File: src/core/nibble_xor_pkg.sv
// Operation
// RULE_01: Nibble exchange swaps file register nibbles; status flags stay unchanged.
// RULE_02: Instruction bit 7 picks destination: 0 accumulator, 1 file register.
// RULE_03: Literal XOR combines accumulator with low byte literal; only zero flag updates.
// RULE_04: Literal XOR always writes the accumulator, never a file register.
// RULE_05: File XOR combines accumulator with file register; zero flag; destination by bit 7.
`default_nettype none
package nibble_xor_pkg;
   localparam int INSTR_W = 14;
   localparam int DATA_W = 8;
   localparam int ADDR_W = 7;
   localparam int OPC_LSB = 8;
   localparam int DEST_BIT = 7;
   localparam int NIB_W = 4;
   localparam logic [5:0] NIBBLE_EXCHANGE_OPC = 6'h0E;
   localparam logic [5:0] FILE_XOR_OPC = 6'h06;
   localparam logic [5:0] LITERAL_XOR_OPC = 6'h3A;
   localparam logic [DATA_W-1:0] ACC_RESET = 8'h00;
   localparam logic [DATA_W-1:0] DATA_ZERO = 8'h00;
   localparam logic [ADDR_W-1:0] ADDR_RESET = 7'h00;

   typedef enum logic [1:0] {
      OP_NONE = 2'b00,
      OP_NIBBLE_EXCHANGE = 2'b01,
      OP_LITERAL_XOR = 2'b10,
      OP_FILE_XOR = 2'b11
   } op_e;

   function automatic op_e decode_op(input logic [INSTR_W-1:0] instr);
      logic [5:0] opc;
      opc = instr[INSTR_W-1:OPC_LSB];
      if (opc == NIBBLE_EXCHANGE_OPC) begin
         return OP_NIBBLE_EXCHANGE;
      end else if (opc == LITERAL_XOR_OPC) begin
         return OP_LITERAL_XOR;
      end else if (opc == FILE_XOR_OPC) begin
         return OP_FILE_XOR;
      end
      return OP_NONE;
   endfunction
endpackage
`default_nettype wire

File: src/core/exec_if.sv
`timescale 1ns/1ps
`default_nettype none
interface exec_if;
   nibble_xor_pkg::op_e op;
   logic [nibble_xor_pkg::DATA_W-1:0] acc;
   logic [nibble_xor_pkg::DATA_W-1:0] file_data;
   logic [nibble_xor_pkg::DATA_W-1:0] literal;
   logic [nibble_xor_pkg::DATA_W-1:0] result;
   logic zero;
   logic touches_zero;
   modport ctrl (output op, acc, file_data, literal,
                 input result, zero, touches_zero);
   modport unit (input op, acc, file_data, literal,
                 output result, zero, touches_zero);
endinterface
`default_nettype wire

File: src/core/nibble_swap_xor_exec.sv
`timescale 1ns/1ps
`default_nettype none
module nibble_swap_xor_exec (
   input wire logic i_ref_clk, // Core clock, 40 MHz
   input wire logic i_rst_n, // Synchronous reset, active low
   input wire logic i_instr_valid, // Instruction word present this cycle
   input wire logic [13:0] i_instr, // Instruction word
   input wire logic [7:0] i_file_rdata, // Data of addressed file register
   output logic [7:0] o_acc, // Accumulator
   output logic [6:0] o_file_addr, // File register write address
   output logic [7:0] o_file_wdata, // File register write data
   output logic o_file_we, // File register write pulse
   output logic o_zero_we, // Zero flag update pulse
   output logic o_zero, // Zero flag value to store
   output logic o_done // Instruction of this slice retired
);
   localparam int DB = nibble_xor_pkg::DEST_BIT;
   localparam int DW = nibble_xor_pkg::DATA_W;
   localparam int AW = nibble_xor_pkg::ADDR_W;
   localparam int NW = nibble_xor_pkg::NIB_W;

   exec_if ex ();
   nibble_xor_pkg::op_e op;
   logic take;
   logic to_file;

   assign op = i_instr_valid ? nibble_xor_pkg::decode_op(i_instr)
                             : nibble_xor_pkg::OP_NONE;
   assign take = (op != nibble_xor_pkg::OP_NONE);
   // Literal form has no destination bit; bit 7 is literal data there
   assign to_file = i_instr[DB] &&
                    (op != nibble_xor_pkg::OP_LITERAL_XOR); // RULE_02 RULE_04

   assign ex.op = op;
   assign ex.acc = o_acc;
   assign ex.file_data = i_file_rdata;
   assign ex.literal = i_instr[DW-1:0];

   nibble_xor_alu u_alu (
      .ex (ex.unit)
   );

   // Accumulator update
   always_ff @(posedge i_ref_clk) begin
      if (!i_rst_n) begin
         o_acc <= nibble_xor_pkg::ACC_RESET;
      end else if (take && !to_file) begin
         o_acc <= ex.result; // RULE_02 RULE_04
      end
   end

   // File register write-back
   always_ff @(posedge i_ref_clk) begin
      if (!i_rst_n) begin
         o_file_we <= 1'b0;
         o_file_addr <= nibble_xor_pkg::ADDR_RESET;
         o_file_wdata <= nibble_xor_pkg::DATA_ZERO;
      end else begin
         o_file_we <= take && to_file; // RULE_02 RULE_04
         if (take && to_file) begin
            o_file_addr <= i_instr[AW-1:0];
            o_file_wdata <= ex.result;
         end
      end
   end

   // Zero flag; exchange leaves it alone
   always_ff @(posedge i_ref_clk) begin
      if (!i_rst_n) begin
         o_zero_we <= 1'b0;
         o_zero <= 1'b0;
         o_done <= 1'b0;
      end else begin
         o_zero_we <= take && ex.touches_zero; // RULE_01 RULE_03 RULE_05
         o_done <= take;
         if (take && ex.touches_zero) begin
            o_zero <= ex.zero; // RULE_03 RULE_05
         end
      end
   end

   // Nibble exchange: checked one cycle after decode, once outputs settle
   swap_result_a: assert property ( // RULE_01
      @(posedge i_ref_clk) disable iff (!i_rst_n)
      (op == nibble_xor_pkg::OP_NIBBLE_EXCHANGE && !i_instr[DB]) |=>
      (o_acc == {$past(i_file_rdata[NW-1:0]), $past(i_file_rdata[DW-1:NW])})
      && !o_zero_we && !o_file_we)
      else $error("nibble exchange result or flag wrong");

   swap_to_file_a: assert property ( // RULE_01
      @(posedge i_ref_clk) disable iff (!i_rst_n)
      (op == nibble_xor_pkg::OP_NIBBLE_EXCHANGE && i_instr[DB]) |=>
      (o_file_wdata == {$past(i_file_rdata[NW-1:0]),
                        $past(i_file_rdata[DW-1:NW])})
      && !o_zero_we && $stable(o_acc))
      else $error("nibble exchange write-back wrong");

   swap_flags_a: assert property ( // RULE_01
      @(posedge i_ref_clk) disable iff (!i_rst_n)
      (op == nibble_xor_pkg::OP_NIBBLE_EXCHANGE) |=>
      !o_zero_we && $stable(o_zero))
      else $error("nibble exchange touched the zero flag");

   zero_source_a: assert property ( // RULE_01
      @(posedge i_ref_clk) disable iff (!i_rst_n)
      $changed(o_zero) |-> o_zero_we)
      else $error("zero value moved without an update pulse");

   // Destination select
   dest_select_a: assert property ( // RULE_02
      @(posedge i_ref_clk) disable iff (!i_rst_n)
      ((op == nibble_xor_pkg::OP_NIBBLE_EXCHANGE ||
        op == nibble_xor_pkg::OP_FILE_XOR) && i_instr[DB]) |=>
      o_file_we && o_file_addr == $past(i_instr[AW-1:0]) &&
      $stable(o_acc))
      else $error("destination select to file not honoured");

   dest_acc_a: assert property ( // RULE_02
      @(posedge i_ref_clk) disable iff (!i_rst_n)
      ((op == nibble_xor_pkg::OP_NIBBLE_EXCHANGE ||
        op == nibble_xor_pkg::OP_FILE_XOR) && !i_instr[DB]) |=>
      !o_file_we)
      else $error("destination select to accumulator wrote a file");

   acc_source_a: assert property ( // RULE_02
      @(posedge i_ref_clk) disable iff (!i_rst_n)
      $changed(o_acc) |-> o_done && !o_file_we)
      else $error("accumulator moved without an accumulator write");

   wdata_source_a: assert property ( // RULE_02
      @(posedge i_ref_clk) disable iff (!i_rst_n)
      $changed(o_file_wdata) |-> o_file_we)
      else $error("write data moved without a write pulse");

   addr_source_a: assert property ( // RULE_02
      @(posedge i_ref_clk) disable iff (!i_rst_n)
      $changed(o_file_addr) |-> o_file_we)
      else $error("write address moved without a write pulse");

   // Literal xor
   lit_xor_a: assert property ( // RULE_03
      @(posedge i_ref_clk) disable iff (!i_rst_n)
      (op == nibble_xor_pkg::OP_LITERAL_XOR) |=>
      o_acc == ($past(o_acc) ^ $past(i_instr[DW-1:0])) && o_zero_we &&
      o_zero == (o_acc == nibble_xor_pkg::DATA_ZERO))
      else $error("literal xor result or zero flag wrong");

   lit_flags_a: assert property ( // RULE_03
      @(posedge i_ref_clk) disable iff (!i_rst_n)
      (op == nibble_xor_pkg::OP_LITERAL_XOR) |=>
      o_zero_we && o_done)
      else $error("literal xor did not update the zero flag");

   lit_no_file_a: assert property ( // RULE_04
      @(posedge i_ref_clk) disable iff (!i_rst_n)
      (op == nibble_xor_pkg::OP_LITERAL_XOR) |=>
      !o_file_we && $stable(o_file_addr) && $stable(o_file_wdata))
      else $error("literal xor wrote a file register");

   // Bit 7 is literal data here, so it must flip the accumulator bit
   lit_bit7_a: assert property ( // RULE_04
      @(posedge i_ref_clk) disable iff (!i_rst_n)
      (op == nibble_xor_pkg::OP_LITERAL_XOR && i_instr[DB]) |=>
      o_acc[DB] != $past(o_acc[DB]))
      else $error("literal xor bit 7 taken as destination");

   // File xor
   file_xor_a: assert property ( // RULE_05
      @(posedge i_ref_clk) disable iff (!i_rst_n)
      (op == nibble_xor_pkg::OP_FILE_XOR && i_instr[DB]) |=>
      o_file_wdata == ($past(o_acc) ^ $past(i_file_rdata)) && o_zero_we &&
      o_zero == (o_file_wdata == nibble_xor_pkg::DATA_ZERO))
      else $error("file xor result or zero flag wrong");

   file_xor_acc_a: assert property ( // RULE_05
      @(posedge i_ref_clk) disable iff (!i_rst_n)
      (op == nibble_xor_pkg::OP_FILE_XOR && !i_instr[DB]) |=>
      o_acc == ($past(o_acc) ^ $past(i_file_rdata)) && o_zero_we &&
      o_zero == (o_acc == nibble_xor_pkg::DATA_ZERO))
      else $error("file xor to accumulator wrong");

   file_xor_keep_a: assert property ( // RULE_05
      @(posedge i_ref_clk) disable iff (!i_rst_n)
      (op == nibble_xor_pkg::OP_FILE_XOR && i_instr[DB]) |=>
      $stable(o_acc) && o_zero_we)
      else $error("file xor to file disturbed the accumulator");

   // Retire pulse and idle behaviour
   done_pulse_a: assert property (
      @(posedge i_ref_clk) disable iff (!i_rst_n)
      (op != nibble_xor_pkg::OP_NONE) |=> o_done)
      else $error("executed instruction not retired");

   done_cause_a: assert property (
      @(posedge i_ref_clk) disable iff (!i_rst_n)
      o_done |-> $past(take))
      else $error("retire pulse without an instruction");

   idle_quiet_a: assert property (
      @(posedge i_ref_clk) disable iff (!i_rst_n)
      (op == nibble_xor_pkg::OP_NONE) |=>
      !o_done && !o_file_we && !o_zero_we && $stable(o_acc))
      else $error("ignored word changed an output");

   we_with_done_a: assert property (
      @(posedge i_ref_clk) disable iff (!i_rst_n)
      o_file_we |-> o_done)
      else $error("file write pulse without retire");

   zero_with_done_a: assert property (
      @(posedge i_ref_clk) disable iff (!i_rst_n)
      o_zero_we |-> o_done)
      else $error("zero update pulse without retire");
endmodule // nibble_swap_xor_exec
`default_nettype wire

File: src/core/nibble_xor_alu.sv
`timescale 1ns/1ps
`default_nettype none
module nibble_xor_alu (
   exec_if.unit ex // Operands in, result out
);
   localparam int NW = nibble_xor_pkg::NIB_W;
   localparam int DW = nibble_xor_pkg::DATA_W;

   always_comb begin
      ex.result = nibble_xor_pkg::DATA_ZERO;
      ex.touches_zero = 1'b0;
      case (ex.op)
         nibble_xor_pkg::OP_NIBBLE_EXCHANGE: begin
            ex.result = {ex.file_data[NW-1:0], ex.file_data[DW-1:NW]}; // RULE_01
         end
         nibble_xor_pkg::OP_LITERAL_XOR: begin
            ex.result = ex.acc ^ ex.literal; // RULE_03
            ex.touches_zero = 1'b1; // RULE_03
         end
         nibble_xor_pkg::OP_FILE_XOR: begin
            ex.result = ex.acc ^ ex.file_data; // RULE_05
            ex.touches_zero = 1'b1; // RULE_05
         end
         default: begin
            ex.result = nibble_xor_pkg::DATA_ZERO;
         end
      endcase
      ex.zero = (ex.result == nibble_xor_pkg::DATA_ZERO);
   end
endmodule // nibble_xor_alu
`default_nettype wire

File: config.mk
export PLATFORM = sky130hd
export DESIGN_NAME = nibble_swap_xor_exec
export DESIGN_NICKNAME = d
export VERILOG_FILES = /design/src/core/nibble_xor_pkg.sv /design/src/core/exec_if.sv /design/src/core/nibble_swap_xor_exec.sv /design/src/core/nibble_xor_alu.sv
export SDC_FILE = /design/constraint.sdc
export NUM_CORES = 1
export LEC_CHECK = 0
export ABC_AREA = 1
export ABC_CLOCK_PERIOD_IN_PS = 1200
export BUFFER_PORTS_ARGS = -buffer_cell sky130_fd_sc_hd__buf_2
export CAP_MARGIN = 30
export CORE_MARGIN = 10
export CORE_UTILIZATION = 44
export DETAILED_ROUTE_END_ITERATION = 10
export HOLD_SLACK_MARGIN = 0.05
export PLACE_DENSITY = 0.75
export SETUP_SLACK_MARGIN = 0.4
export SLEW_MARGIN = 15
export SYNTH_ARGS = -nofsm -noshare
export SYNTH_HDL_FRONTEND = slang
export SYNTH_SLANG_ARGS = --single-unit
File: constraint.sdc
create_clock -name i_ref_clk -period 1.2 [get_ports i_ref_clk]
set_input_delay 0.06 -clock i_ref_clk [delete_from_list [all_inputs] [get_ports i_ref_clk]]
set_output_delay 0.06 -clock i_ref_clk [all_outputs]
set_load 0.01 [all_outputs]
# After elaboration in Yosys (flattened, before gate mapping)
# Index checks and enable logic that the tools add are counted.
# totals
register_bits	27
word_cells	34
# op_classes
n_eq_ne	7
muxes	10
bitwise	2
reduce_logical	8
# op_table
cell	count
one-hot mux 8 bit (3 select lines)	1
bitwise XOR 8 bit	2
2-to-1 mux 2 bit	5
logical NOT 8 bit	1
== test 6 x 3 -> 1 bit, second input constant	1
== test 6 x 4 -> 1 bit, second input constant	1
== test 6 bit, second input constant	1
== test 2 bit, second input constant	2
logical AND 1 bit	4
2-to-1 mux 1 bit	4
== test 2 x 1 -> 1 bit, second input constant	1
!= test 2 bit, second input constant	1
nonzero test 2 bit	1
OR reduction 2 bit	1
logical NOT 1 bit	1

# Longest topological paths before layout
# Gate-level depths: netlist of the first run.
# logic_depth
depth_word	10
mapped_depth	15
mapped_depth_nobuf	14

# Cells and area by module
# Synthesis of the first run repeated with hierarchy kept, for this count alone.
# unflattened
hier_cells	214
hier_area_um2	1455.1
# by_module_without_submodules
mod	n_inst	cells_per_inst	area_each_um2
nibble_swap_xor_exec	1	131	1032.2
nibble_xor_alu	1	83	422.9

# Least setup slack after synthesis of the first run
# Ideal clock, no wire load.
# synth_path
kind	input -> register
from	in i_instr[8]
to	reg o_acc[1]
setup_time_ps	116
t_arrival_ps	1216
slack_ps	-132
cell_stages	10
path_buffers	0
path_cell_list	inv_2 > nand3_4 > inv_1 > nand3_2 > a21boi_4 > inv_4 > a21oi_4 > inv_4 > o211ai_1 > inv_1
# synth_via
elab_chain_cells	10
word_cells_on_any_way	19
classes_between	7 x eq/ne; 8 x mux; 4 x reduce/logical
# synth_lines
element	line_no	source
from (decl)	nibble_swap_xor_exec.sv:7	input wire logic [13:0] i_instr,
== test 6 x 3 -> 1 bit	nibble_xor_pkg.sv:36	end else if (opc == FILE_XOR_OPC) begin
2-to-1 mux 1 bit	nibble_xor_pkg.sv:36	
2-to-1 mux 1 bit	nibble_xor_pkg.sv:34	end else if (opc == LITERAL_XOR_OPC) begin
2-to-1 mux 1 bit	nibble_xor_pkg.sv:32	if (opc == NIBBLE_EXCHANGE_OPC) begin
2-to-1 mux 2 bit (*)	nibble_xor_pkg.sv:39	return OP_NONE;
2-to-1 mux 2 bit (*)	nibble_swap_xor_exec.sv:27	assign op = i_instr_valid ? nibble_xor_pkg::decode_op(i_instr)
!= test 2 bit	nibble_swap_xor_exec.sv:32	(op != nibble_xor_pkg::OP_LITERAL_XOR);
logical AND 1 bit	nibble_swap_xor_exec.sv:31	assign to_file = i_instr[DB] &&
logical NOT 1 bit	nibble_swap_xor_exec.sv:47	end else if (take && !to_file) begin
logical AND 1 bit	nibble_swap_xor_exec.sv:47	
to (signal assigned)	nibble_swap_xor_exec.sv:46	o_acc <= nibble_xor_pkg::ACC_RESET;
to (signal assigned)	nibble_swap_xor_exec.sv:48	o_acc <= ex.result;
to (decl)	nibble_swap_xor_exec.sv:9	output logic [7:0] o_acc,
# Every way passes the cells marked *; elsewhere a longest branch is shown, timed or not.
# A chain may end at the register's enable or synchronous reset.

# Worst setup path in the final report of the first run
# layout_path
from	in i_instr[13]
to	reg o_acc[6]
# Same word-level chain as after synthesis.

==> impl_results.md, run 1 <==
* Total number of H-tree levels at 1
* Reg-to-reg slack, setup at -0.06 ns
* Cell-internal power at 1.19 mW
* Num Clock Sinks at 27
* Number of port buffers at 51
* Total routing resource utilization after global routing at 17.5%
* Drt pass-1 iters at 5
* Share of cells above drive strength 1 at 63.3%
* Antenna violations before repair at 0
* Setup skew after layout at 0.00409 ns
* Failing checks: negative setup slack
* I/O pin cnt at 52
* Proportion of total power due to net switching at 30.1%
* CTS max path bufs at 2
* Max-slew violation total from the final report at 0
* Biggest area consumer among synthesized cells: dfxtp_1
* Initial drt markers at 245
* Max Clk Rate at 744 MHz
* Sequential area share after synthesis at 36.6%
* Total die area at 6070 um^2
* First-pass GRT wire length at 8.98 mm
* Post-synthesis share of cell area spent on and, or, nand and nor gates at 34.4%
* Count of max-cap constraint violations at 0
* Post-detailed-route via-to-cell ratio at 5.66
* Smallest setup slack after layout at -0.144 ns
* Status: complete, but fails checks
* Required time of the worst setup path at 1.45 ns
* Cell types occupying the most area after synthesis: dfxtp_1 (37%), nand2_1 (12%), inv_1 (8.1%)
* Number of inserted filler cells in the final layout at 141
* Routed vias at 2055
* Rows at 20
* Storage element area at 576 um^2
* Number of buffers inserted during clock tree synthesis at 3
* Startpoint of the worst setup timing path: i_instr[13]
* Hold Fails Final Rpt at 0
* Worst slew margin relative to its limit at 75.0%
* Power per unit of standard cell area at 616 nW/um^2
* Logic gate share of total power at 20.5%
* Hold Crit Start: i_file_rdata[5]
* Share of the clock period used by the worst path at 112%
* Worst ir drop on vdd at 0.760 mV
* Clock tree from TritonCTS: built
* Library cells used by synthesis at 28
* Data arrival at the endpoint of the critical path at 1.60 ns
* Remaining design rule violation count at 0
* Sequential group share of total power at 53.9%
* Post-Synthesis Net Count at 241
* Multiplexer fraction of the synthesized cell area at 0%
* Core area at 3130 um^2
* Most common cell after layout, fill and taps aside: buf_6
* Count of endpoints failing setup in the final report at 9
* Area fraction of the dominant cell type after synthesis at 36.6%
* Fraction of the mapped netlist area in compound gates at 16.1%
* Die height at 77.9 um
* Total net switching power at 512 uW
* Average instance area after synthesis at 6.83 um^2
* Clock power frac at 25.6%
* Starting density of the core at 47.2%
* Final sum of negative setup slack at -0.397 ns
* Final weighted congestion in routability-driven placement at 0.892
* Inserted Diodes at 0
* Post-CTS clock slew at the launch and capture registers of the worst setup and hold paths at 0.16 ns
* Largest net degree at the start of global routing at 18
* Top library cells by usage in the layout, fill and taps aside: buf_6 (42), nand2_1 (33), inv_1 (28), buf_4 (28), buf_2 (23)
* Total gr overflow at 0
* Post-synthesis share of cell area spent on xor and xnor gates at 0%
* Worst min path class: primary input to flip-flop
* Worst R2R Start: o_acc[3]
* Post-Route Hold Slack at 0.117 ns
* Min cycle time layout at 1.34 ns
* Critical path startpoint category: primary input
* Main combinational cell family by area after synthesis: simple AND/OR/NAND/NOR gates
* Via count of the first global-routing pass at 1967
* Seq cells post-synth at 27
* Dpl hpwl at 3.26 mm
* Die Width at 77.9 um
* LEAKAGE at 1.38 nW
* Capturing element type of the critical path: flip-flop
* DRT Wirelength at 6.88 mm
* DRT antenna net count at 0
* Synth-to-Final Area Change at 87.4%
* Multi-input logic area at 1000 um^2
* Setup repair after global routing missed its margin: yes
* Root Buffer Master: clkbuf_4
* # placed instances at 328
* Count of yosys warnings during synthesis at 0
* Slew at the pin with the worst max-slew slack at 0.372 ns
* Syn Std Cell Area at 1480 um^2
* Post-detailed-route wirelength per cell at 19.0 um
* Cell count after synthesis at 216
* Maximum net fanout on the critical path at 6
* Type of the worst setup path: primary input to flip-flop
* Area share of fa/ha/maj cells after synthesis at 0%
* Final Non-Filler Cells at 363
* Clock network latency to the later pin of the worst-skew pair at 0.34 ns
* Count of nets after finishing at 345
==> power groups by stage <==
| stage | combinational [mW] | clock, mW | sequential [mW] |
|---|---|---|---|
| after floorplan | 0.110 | 0 | 0.940 |
| after global placement | 0.223 | 0 | 0.935 |
| after detailed placement | 0.227 | 0 | 0.935 |
| after CTS | 0.290 | 0.435 | 0.918 |
| after global routing | 0.367 | 0.458 | 0.919 |
| final | 0.349 | 0.437 | 0.917 |
==> cell type report <==
class                           instances  area share, %
Inverter                               41           7.19
Timing Repair Buffer                  102           32.7
Sequential cell                        27           20.8
Clock inverter                          1          0.271
Tap cell                               44           1.99
Multi-Input combinational cell        145           36.2
Clock buffer                            3          0.814
==> timing repair <==
action / 4_1_cts / 5_1_grt
setup buffers: 15 / 7
hold endpoints to repair: 7 / 0
pin swaps: 27 / 28
setup endpoints to repair: 52 / 54
gates resized for setup: 91 / 41
cloned: 1 / 1
hold buffers: 7 / 0
==> metal layers <==
metal	routed length, um	vias to the layer above	global-route usage (%)
met5	0	-	0
met4	360	0	5.91
met3	751	45	5.07
met2	3320	178	32.0
met1	2450	931	18.7
li1	-	901	-
==> kinds of logic after synthesis <==
kind of cell,after synthesis
flops,27
simple gates,107
buf+inv,46
compound gates,36
==> per-stage QoR <==
step	util, %	area, um^2	setup slack [ns]	power (mW)
floorplan	-	1540	-0.120	1.05
global placement	63.4	1980	-0.284	1.16
detailed placement	63.4	1980	-0.354	1.16
CTS	81.3	2540	0.0919	1.64
global route	88.4	2770	-0.187	1.74
finish	88.4	2770	-0.144	1.70
==> path summary, 6_finish.rpt <==
check                    end  cells after the start
min          o_file_wdata[1]                      5
min reg2reg  o_file_wdata[5]                      2
max reg2reg           o_zero                      6
max                 o_acc[6]                     13
==> cell usage after synthesis <==
master and n:
nand3_2 1, o21ai_0 12, dfxtp_1 27, a21oi_1 6, clkinv_1 2, a21oi_4 1
o211ai_1 10, nor2_1 25, nor3_2 1, nor2_2 2, nand2_1 48, nor2_8 1
nand3_1 19, clkbuf_1 1, o21ai_1 4, o21ai_2 2, inv_2 5, buf_6 1
nand2_2 4, buf_2 3, inv_4 2, nand2_4 1, nand3_4 1, a21boi_4 1
nand3b_1 2, nor2_4 1, nand4_1 1, inv_1 32
==> critical path, stage by stage <==
cell	delay [ns]
buf_6	0.10
nor2_4	0.12
nand2_4	0.07
nor2_8	0.18
nand2_8	0.11
o21ai_2	0.20
inv_1	0.08
nand2_1	0.10
nand2_1	0.10
nand2_1	0.07
nand2_1	0.11
o211ai_1	0.23
inv_1	0.08
==> registers in the layout, summed over array words and instances (netlist names) <==
name / cells
o_file_we: 1
o_acc: 8
o_file_wdata: 8
o_done: 1
o_zero_we: 1
o_file_addr: 7
o_zero: 1
(Power assumes the default switching activity.)
==> run 2: changes to the inputs <==
PLACE_DENSITY = 0.79   (was 0.75)
==> impl_results.md, run 2 (synthesis gave the netlist of run 1 again) <==
* Capturing element type of the critical path: flip-flop
* Count of nets after finishing at 345
* Drt pass-1 iters at 4
* Final std cell area, no fill at 2750 um^2
* Hold Crit Depth at 5
* Hold Crit Start: i_file_rdata[0]
* Root Buffer Master: clkbuf_4
* Share of the clock period used by the worst path at 113%
* Die Width at 77.9 um
* Clock network latency to the later pin of the worst-skew pair at 0.34 ns
* Largest net degree at the start of global routing at 18
* Largest incremental delay on the critical path at 0.38 ns
* Synth-to-Final Area Change at 86.1%
* Worst-path cell chain: inv_1, nand3_1, nand3_1, nand2_2, buf_6, buf_4, o21ai_1, inv_1
* Failing checks: negative setup slack
* Total cell area at the placement stage at 1950 um^2
* Registers with the highest flip-flop counts: o_acc (8), o_file_wdata (8), o_file_addr (7)
* Inserted Diodes at 0
* Worst slew margin relative to its limit at 72.0%
* Power per unit of standard cell area at 615 nW/um^2
* Most common cell after layout, fill and taps aside: buf_6
* Final weighted congestion in routability-driven placement at 0.899
* Count of endpoints failing setup in the final report at 8
* Smallest setup slack after layout at -0.160 ns
* Max Clk Rate at 735 MHz
* CTS max path bufs at 2
* Top library cells by usage in the layout, fill and taps aside: buf_6 (39), inv_1 (31), nand2_1 (31), buf_4 (27)
* Num Clock Sinks at 27
* Core area at 3130 um^2
* Final sum of negative setup slack at -0.450 ns
* Worst ir drop on vdd at 0.549 mV
* Remaining design rule violation count at 0
* Data arrival at the endpoint of the critical path at 1.61 ns
* Total die area at 6070 um^2
* Total net switching power at 504 uW
* Total routing resource utilization after global routing at 19.5%
* Antenna violations before repair at 0
* Total gr overflow at 0
* Die height at 77.9 um
* Count of max-cap constraint violations at 0
* Starting density of the core at 47.2%
* Worst R2R Start: o_acc[2]
* Proportion of total power due to net switching at 29.8%
* Critical path startpoint category: flip-flop
* Routed vias at 2033
* Via count of the first global-routing pass at 1978
* I/O pin cnt at 52
* DRT antenna net count at 0
* Setup repair after global routing missed its margin: yes
* Dpl hpwl at 3.32 mm
* First-pass GRT wire length at 9.78 mm
* Min cycle time layout at 1.36 ns
* Status: complete, but fails checks
* Cell-internal power at 1.19 mW
* Logic gate share of total power at 20.1%
* Hold Fails Final Rpt at 0
* Hold path endpoint: o_file_wdata[4]
* DRT Wirelength at 7.16 mm
* Number of inserted filler cells in the final layout at 139
* Slowest stage cell, crit path: dfxtp_2
* Clock power frac at 25.4%
* Number of port buffers at 51
* Path depth of the worst reg2reg path at 8
* Max-slew violation total from the final report at 0
* Slew at the pin with the worst max-slew slack at 0.418 ns
* Worst min path class: primary input to flip-flop
* Maximum net fanout on the critical path at 3
* Rows at 20
* LEAKAGE at 1.41 nW
* Sequential group share of total power at 54.6%
* Number of buffers inserted during clock tree synthesis at 3
* Initial drt markers at 206
* Post-CTS clock slew at the launch and capture registers of the worst setup and hold paths at 0.16 ns
* Post-detailed-route wirelength per cell at 19.7 um
* Share of cells above drive strength 1 at 61.1%
* Clock tree from TritonCTS: built
* Required time of the worst setup path at 1.45 ns
* Type of the worst setup path: flip-flop to flip-flop
* Reg2Reg Capture Point: o_file_wdata[2]
* Total number of H-tree levels at 1
* Setup skew after layout at 0.00606 ns
* Post-detailed-route via-to-cell ratio at 5.60
* Reg-to-reg slack, setup at -0.16 ns
-- run 2: critical path, delay by kind of cell, from the launching register on --
kind | cells | cell delay (ns)
buffers and inverters | 4 | 0.42
AND/OR/NAND/NOR | 3 | 0.33
AO/OA/AOI/OAI | 1 | 0.15
flip-flops | 1 | 0.38
-- run 2: metal layers --
metal,vias to the layer above,track usage (%),wire length [um]
li1,897,-,-
met1,924,20.7,2520
met2,162,34.9,3450
met3,50,5.88,753
met4,0,8.42,436
met5,-,0,0
-- run 2: cell type report --
cell class | count | area (um^2) | area share (%)
Multi-Input combinational cell | 145 | 971 | 35.4
Timing Repair Buffer | 102 | 927 | 33.8
Sequential cell | 27 | 571 | 20.8
Inverter | 41 | 194 | 7.06
Tap cell | 44 | 55.1 | 2.01
Clock buffer | 3 | 22.5 | 0.820
Clock inverter | 1 | 5.00 | 0.182
-- run 2: how the worst max path moves through the flow --
stage                     start         endpoint  slack, ns  cells after the start
finish                 o_acc[2]  o_file_wdata[2]      -0.16                      8
global route           o_acc[2]           o_zero      -0.17                      7
CTS                    o_acc[0]           o_zero       0.04                      6
detailed placement  i_instr[10]           o_zero      -0.38                     12
global placement    i_instr[10]           o_zero      -0.37                     12
floorplan           i_instr[10]         o_acc[4]      -0.12                     10
-- run 2: stage by stage --
step	util [%]	hold slack, ns	std cells	worst slack, ns	total power, mW
6_report	87.8	0.124	363	-0.160	1.69
5_1_grt	87.8	0.127	363	-0.171	1.76
4_1_cts	80.8	0.0872	357	0.0362	1.61
3_5_place_dp	62.5	0.331	324	-0.384	1.16
3_3_place_gp	62.5	0.320	324	-0.374	1.15
2_1_floorplan	-	0.195	216	-0.120	1.05
-- run 2: power groups by stage --
stage	logic, mW	registers (mW)	clock network (mW)
global route	0.361	0.923	0.472
CTS	0.279	0.918	0.412
finish	0.339	0.922	0.428
detailed placement	0.224	0.935	0
global placement	0.219	0.935	0
floorplan	0.110	0.940	0
-- run 2: what timing repair did --
item / in CTS / in global routing
setup endpoints to repair: 51 / 53
gates cloned: 2 / 1
hold endpoints to repair: 7 / 0
setup buffers: 20 / 5
gates resized for setup: 78 / 47
pin swaps: 18 / 28
hold buffers: 7 / 0
==> run 3: changes to the inputs <==
ABC_CLOCK_PERIOD_IN_PS = 1210   (was 1200)
CORE_ASPECT_RATIO = 1.1   (was unset)
clock period = 1.21 ns   (was 1.2 ns; I/O delays follow)
==> impl_results.md, run 3 (synthesis gave the netlist of run 1 again) <==
* Initial drt markers at 283
* Required time of the worst setup path at 1.49 ns
* Setup repair after global routing missed its margin: yes
* Maximum net fanout on the critical path at 6
* Worst min path class: primary input to flip-flop
* CTS max path bufs at 2
* Type of the worst setup path: primary input to flip-flop
* Rows at 22
* First-pass GRT wire length at 8.78 mm
* Reg-to-reg slack, setup at -0.06 ns
* DRT antenna net count at 0
* Worst slew margin relative to its limit at 78.5%
* Total die area at 6070 um^2
* Worst-path cell chain: buf_8, nor2_4, nand2_4, nor2_8, nand2_8, o21ai_4, inv_1, nand2_1, nand4_1, nor2_2, nand3_1, a21oi_2
* Utilization of the core after routing at 88.0%
* Power per unit of standard cell area at 596 nW/um^2
* Failing checks: negative setup slack
* Total number of H-tree levels at 1
* Final weighted congestion in routability-driven placement at 0.846
* Inserted Diodes at 0
* DRT Wirelength at 7.78 mm
* Hold Fails Final Rpt at 0
* # placed instances at 320
* Count of nets after finishing at 345
* Die height at 80.7 um
* Clock tree from TritonCTS: built
* Status: complete, but fails checks
* Root Buffer Master: clkbuf_4
* Buf/Inv on CP at 2
* Post-Route Hold Slack at 0.102 ns
* Family with the most delay on the worst path: simple AND/OR/NAND/NOR gates
* Final sum of negative setup slack at -0.801 ns
* Count of max-cap constraint violations at 0
* Final std cell area, no fill at 2880 um^2
* Post-CTS clock slew at the launch and capture registers of the worst setup and hold paths at 0.15 ns
* Max Clk Rate at 707 MHz
* LEAKAGE at 1.42 nW
* Slowest stage cell, crit path: nor2_8
* Total gr overflow at 0
* Smallest setup slack after layout at -0.204 ns
* Min cycle time layout at 1.41 ns
* Total routing resource utilization after global routing at 18.4%
* Largest incremental delay on the critical path at 0.22 ns
* Overall power consumption at 1.72 mW
* Core area at 3280 um^2
* Number of buffers inserted during clock tree synthesis at 3
* Worst ir drop on vdd at 0.467 mV
* Largest net degree at the start of global routing at 18
* Antenna violations before repair at 0
* Post-detailed-route wirelength per cell at 21.9 um
* Clock network latency to the later pin of the worst-skew pair at 0.35 ns
* Share of cells above drive strength 1 at 63.6%
* Synth-to-Final Area Change at 95.4%
* I/O pin cnt at 52
* Die Width at 75.2 um
* Capturing element type of the critical path: flip-flop
* Registers with the highest flip-flop counts: o_acc (8), o_file_wdata (8), o_file_addr (7)
* Num Clock Sinks at 27
* Max-slew violation total from the final report at 0
* Routed vias at 2146
* Critical path startpoint category: primary input
* Via count of the first global-routing pass at 1874
* Total cell area at the placement stage at 1970 um^2
* Drt pass-1 iters at 5
* Count of endpoints failing setup in the final report at 11
* Remaining design rule violation count at 0
* Final Non-Filler Cells at 355
* Setup skew after layout at 0.0110 ns
* Top library cells by usage in the layout, fill and taps aside: buf_6 (42), nand2_1 (35), inv_1 (28), buf_4 (24), dfxtp_2 (24)
* Post-detailed-route via-to-cell ratio at 6.05
* Data arrival at the endpoint of the critical path at 1.70 ns
* Worst slack, placed at -0.368 ns
* Number of port buffers at 51
* Dpl hpwl at 3.42 mm
* Starting density of the core at 45.0%
* Slew at the pin with the worst max-slew slack at 0.320 ns
* Most common cell after layout, fill and taps aside: buf_6
* Share of the clock period used by the worst path at 117%
==> run 3: cell count changes in the layout (fill, tap and decap cells not counted), sizes merged <==
| cell | previous run | this run |
|---|---|---|
| inv | 40 | 39 |
| a21oi | 8 | 7 |
| nor2 | 29 | 30 |
| clkinv | 2 | 3 |
==> run 3: layer usage <==
layer,wire [um],vias up,track usage (%)
met3,786,54,3.78
met5,0,-,0
met2,3800,204,32.5
li1,-,895,-
met4,504,0,9.11
met1,2690,993,20.2
==> run 3: worst paths after layout <==
path / start / endpoint / depth (start not counted)
setup / recovery: i_instr[12] / o_zero / 12
hold / removal: i_rst_n / o_zero / 3
setup reg to reg: o_acc[5] / o_zero / 8
hold reg to reg: o_file_wdata[5] / o_file_wdata[5] / 2
==> run 3: timing repair <==
item / in CTS / in global routing
cloned: 3 / 1
endpoints found under the hold margin: 7 / 0
hold buffers: 7 / 0
gates resized for setup: 88 / 64
pin swaps: 26 / 32
buffers inserted: 10 / 10
endpoints found under the setup margin: 53 / 53
==> run 3: where the power goes <==
group	internal [mW]	total, mW	switching [mW]
clock network	0.125	0.425	0.300
registers	0.900	0.914	0.0132
logic	0.170	0.381	0.211
total	1.19	1.72	0.525
==> run 3: area by class of cell <==
class,instances,area (um^2)
multi-input cells,145,1060
flip-flops and latches,27,574
well taps,36,45.0
clock inverters,1,5.00
fillers,151,393
inverters,41,194
repair buffers,102,981
clock buffers,3,22.5
==> run 3: tightest hold or removal path, cell delays in order <==
cell and delay [ns]:
buf_2 0.12, clkinv_1 0.19, a21oi_2 0.04
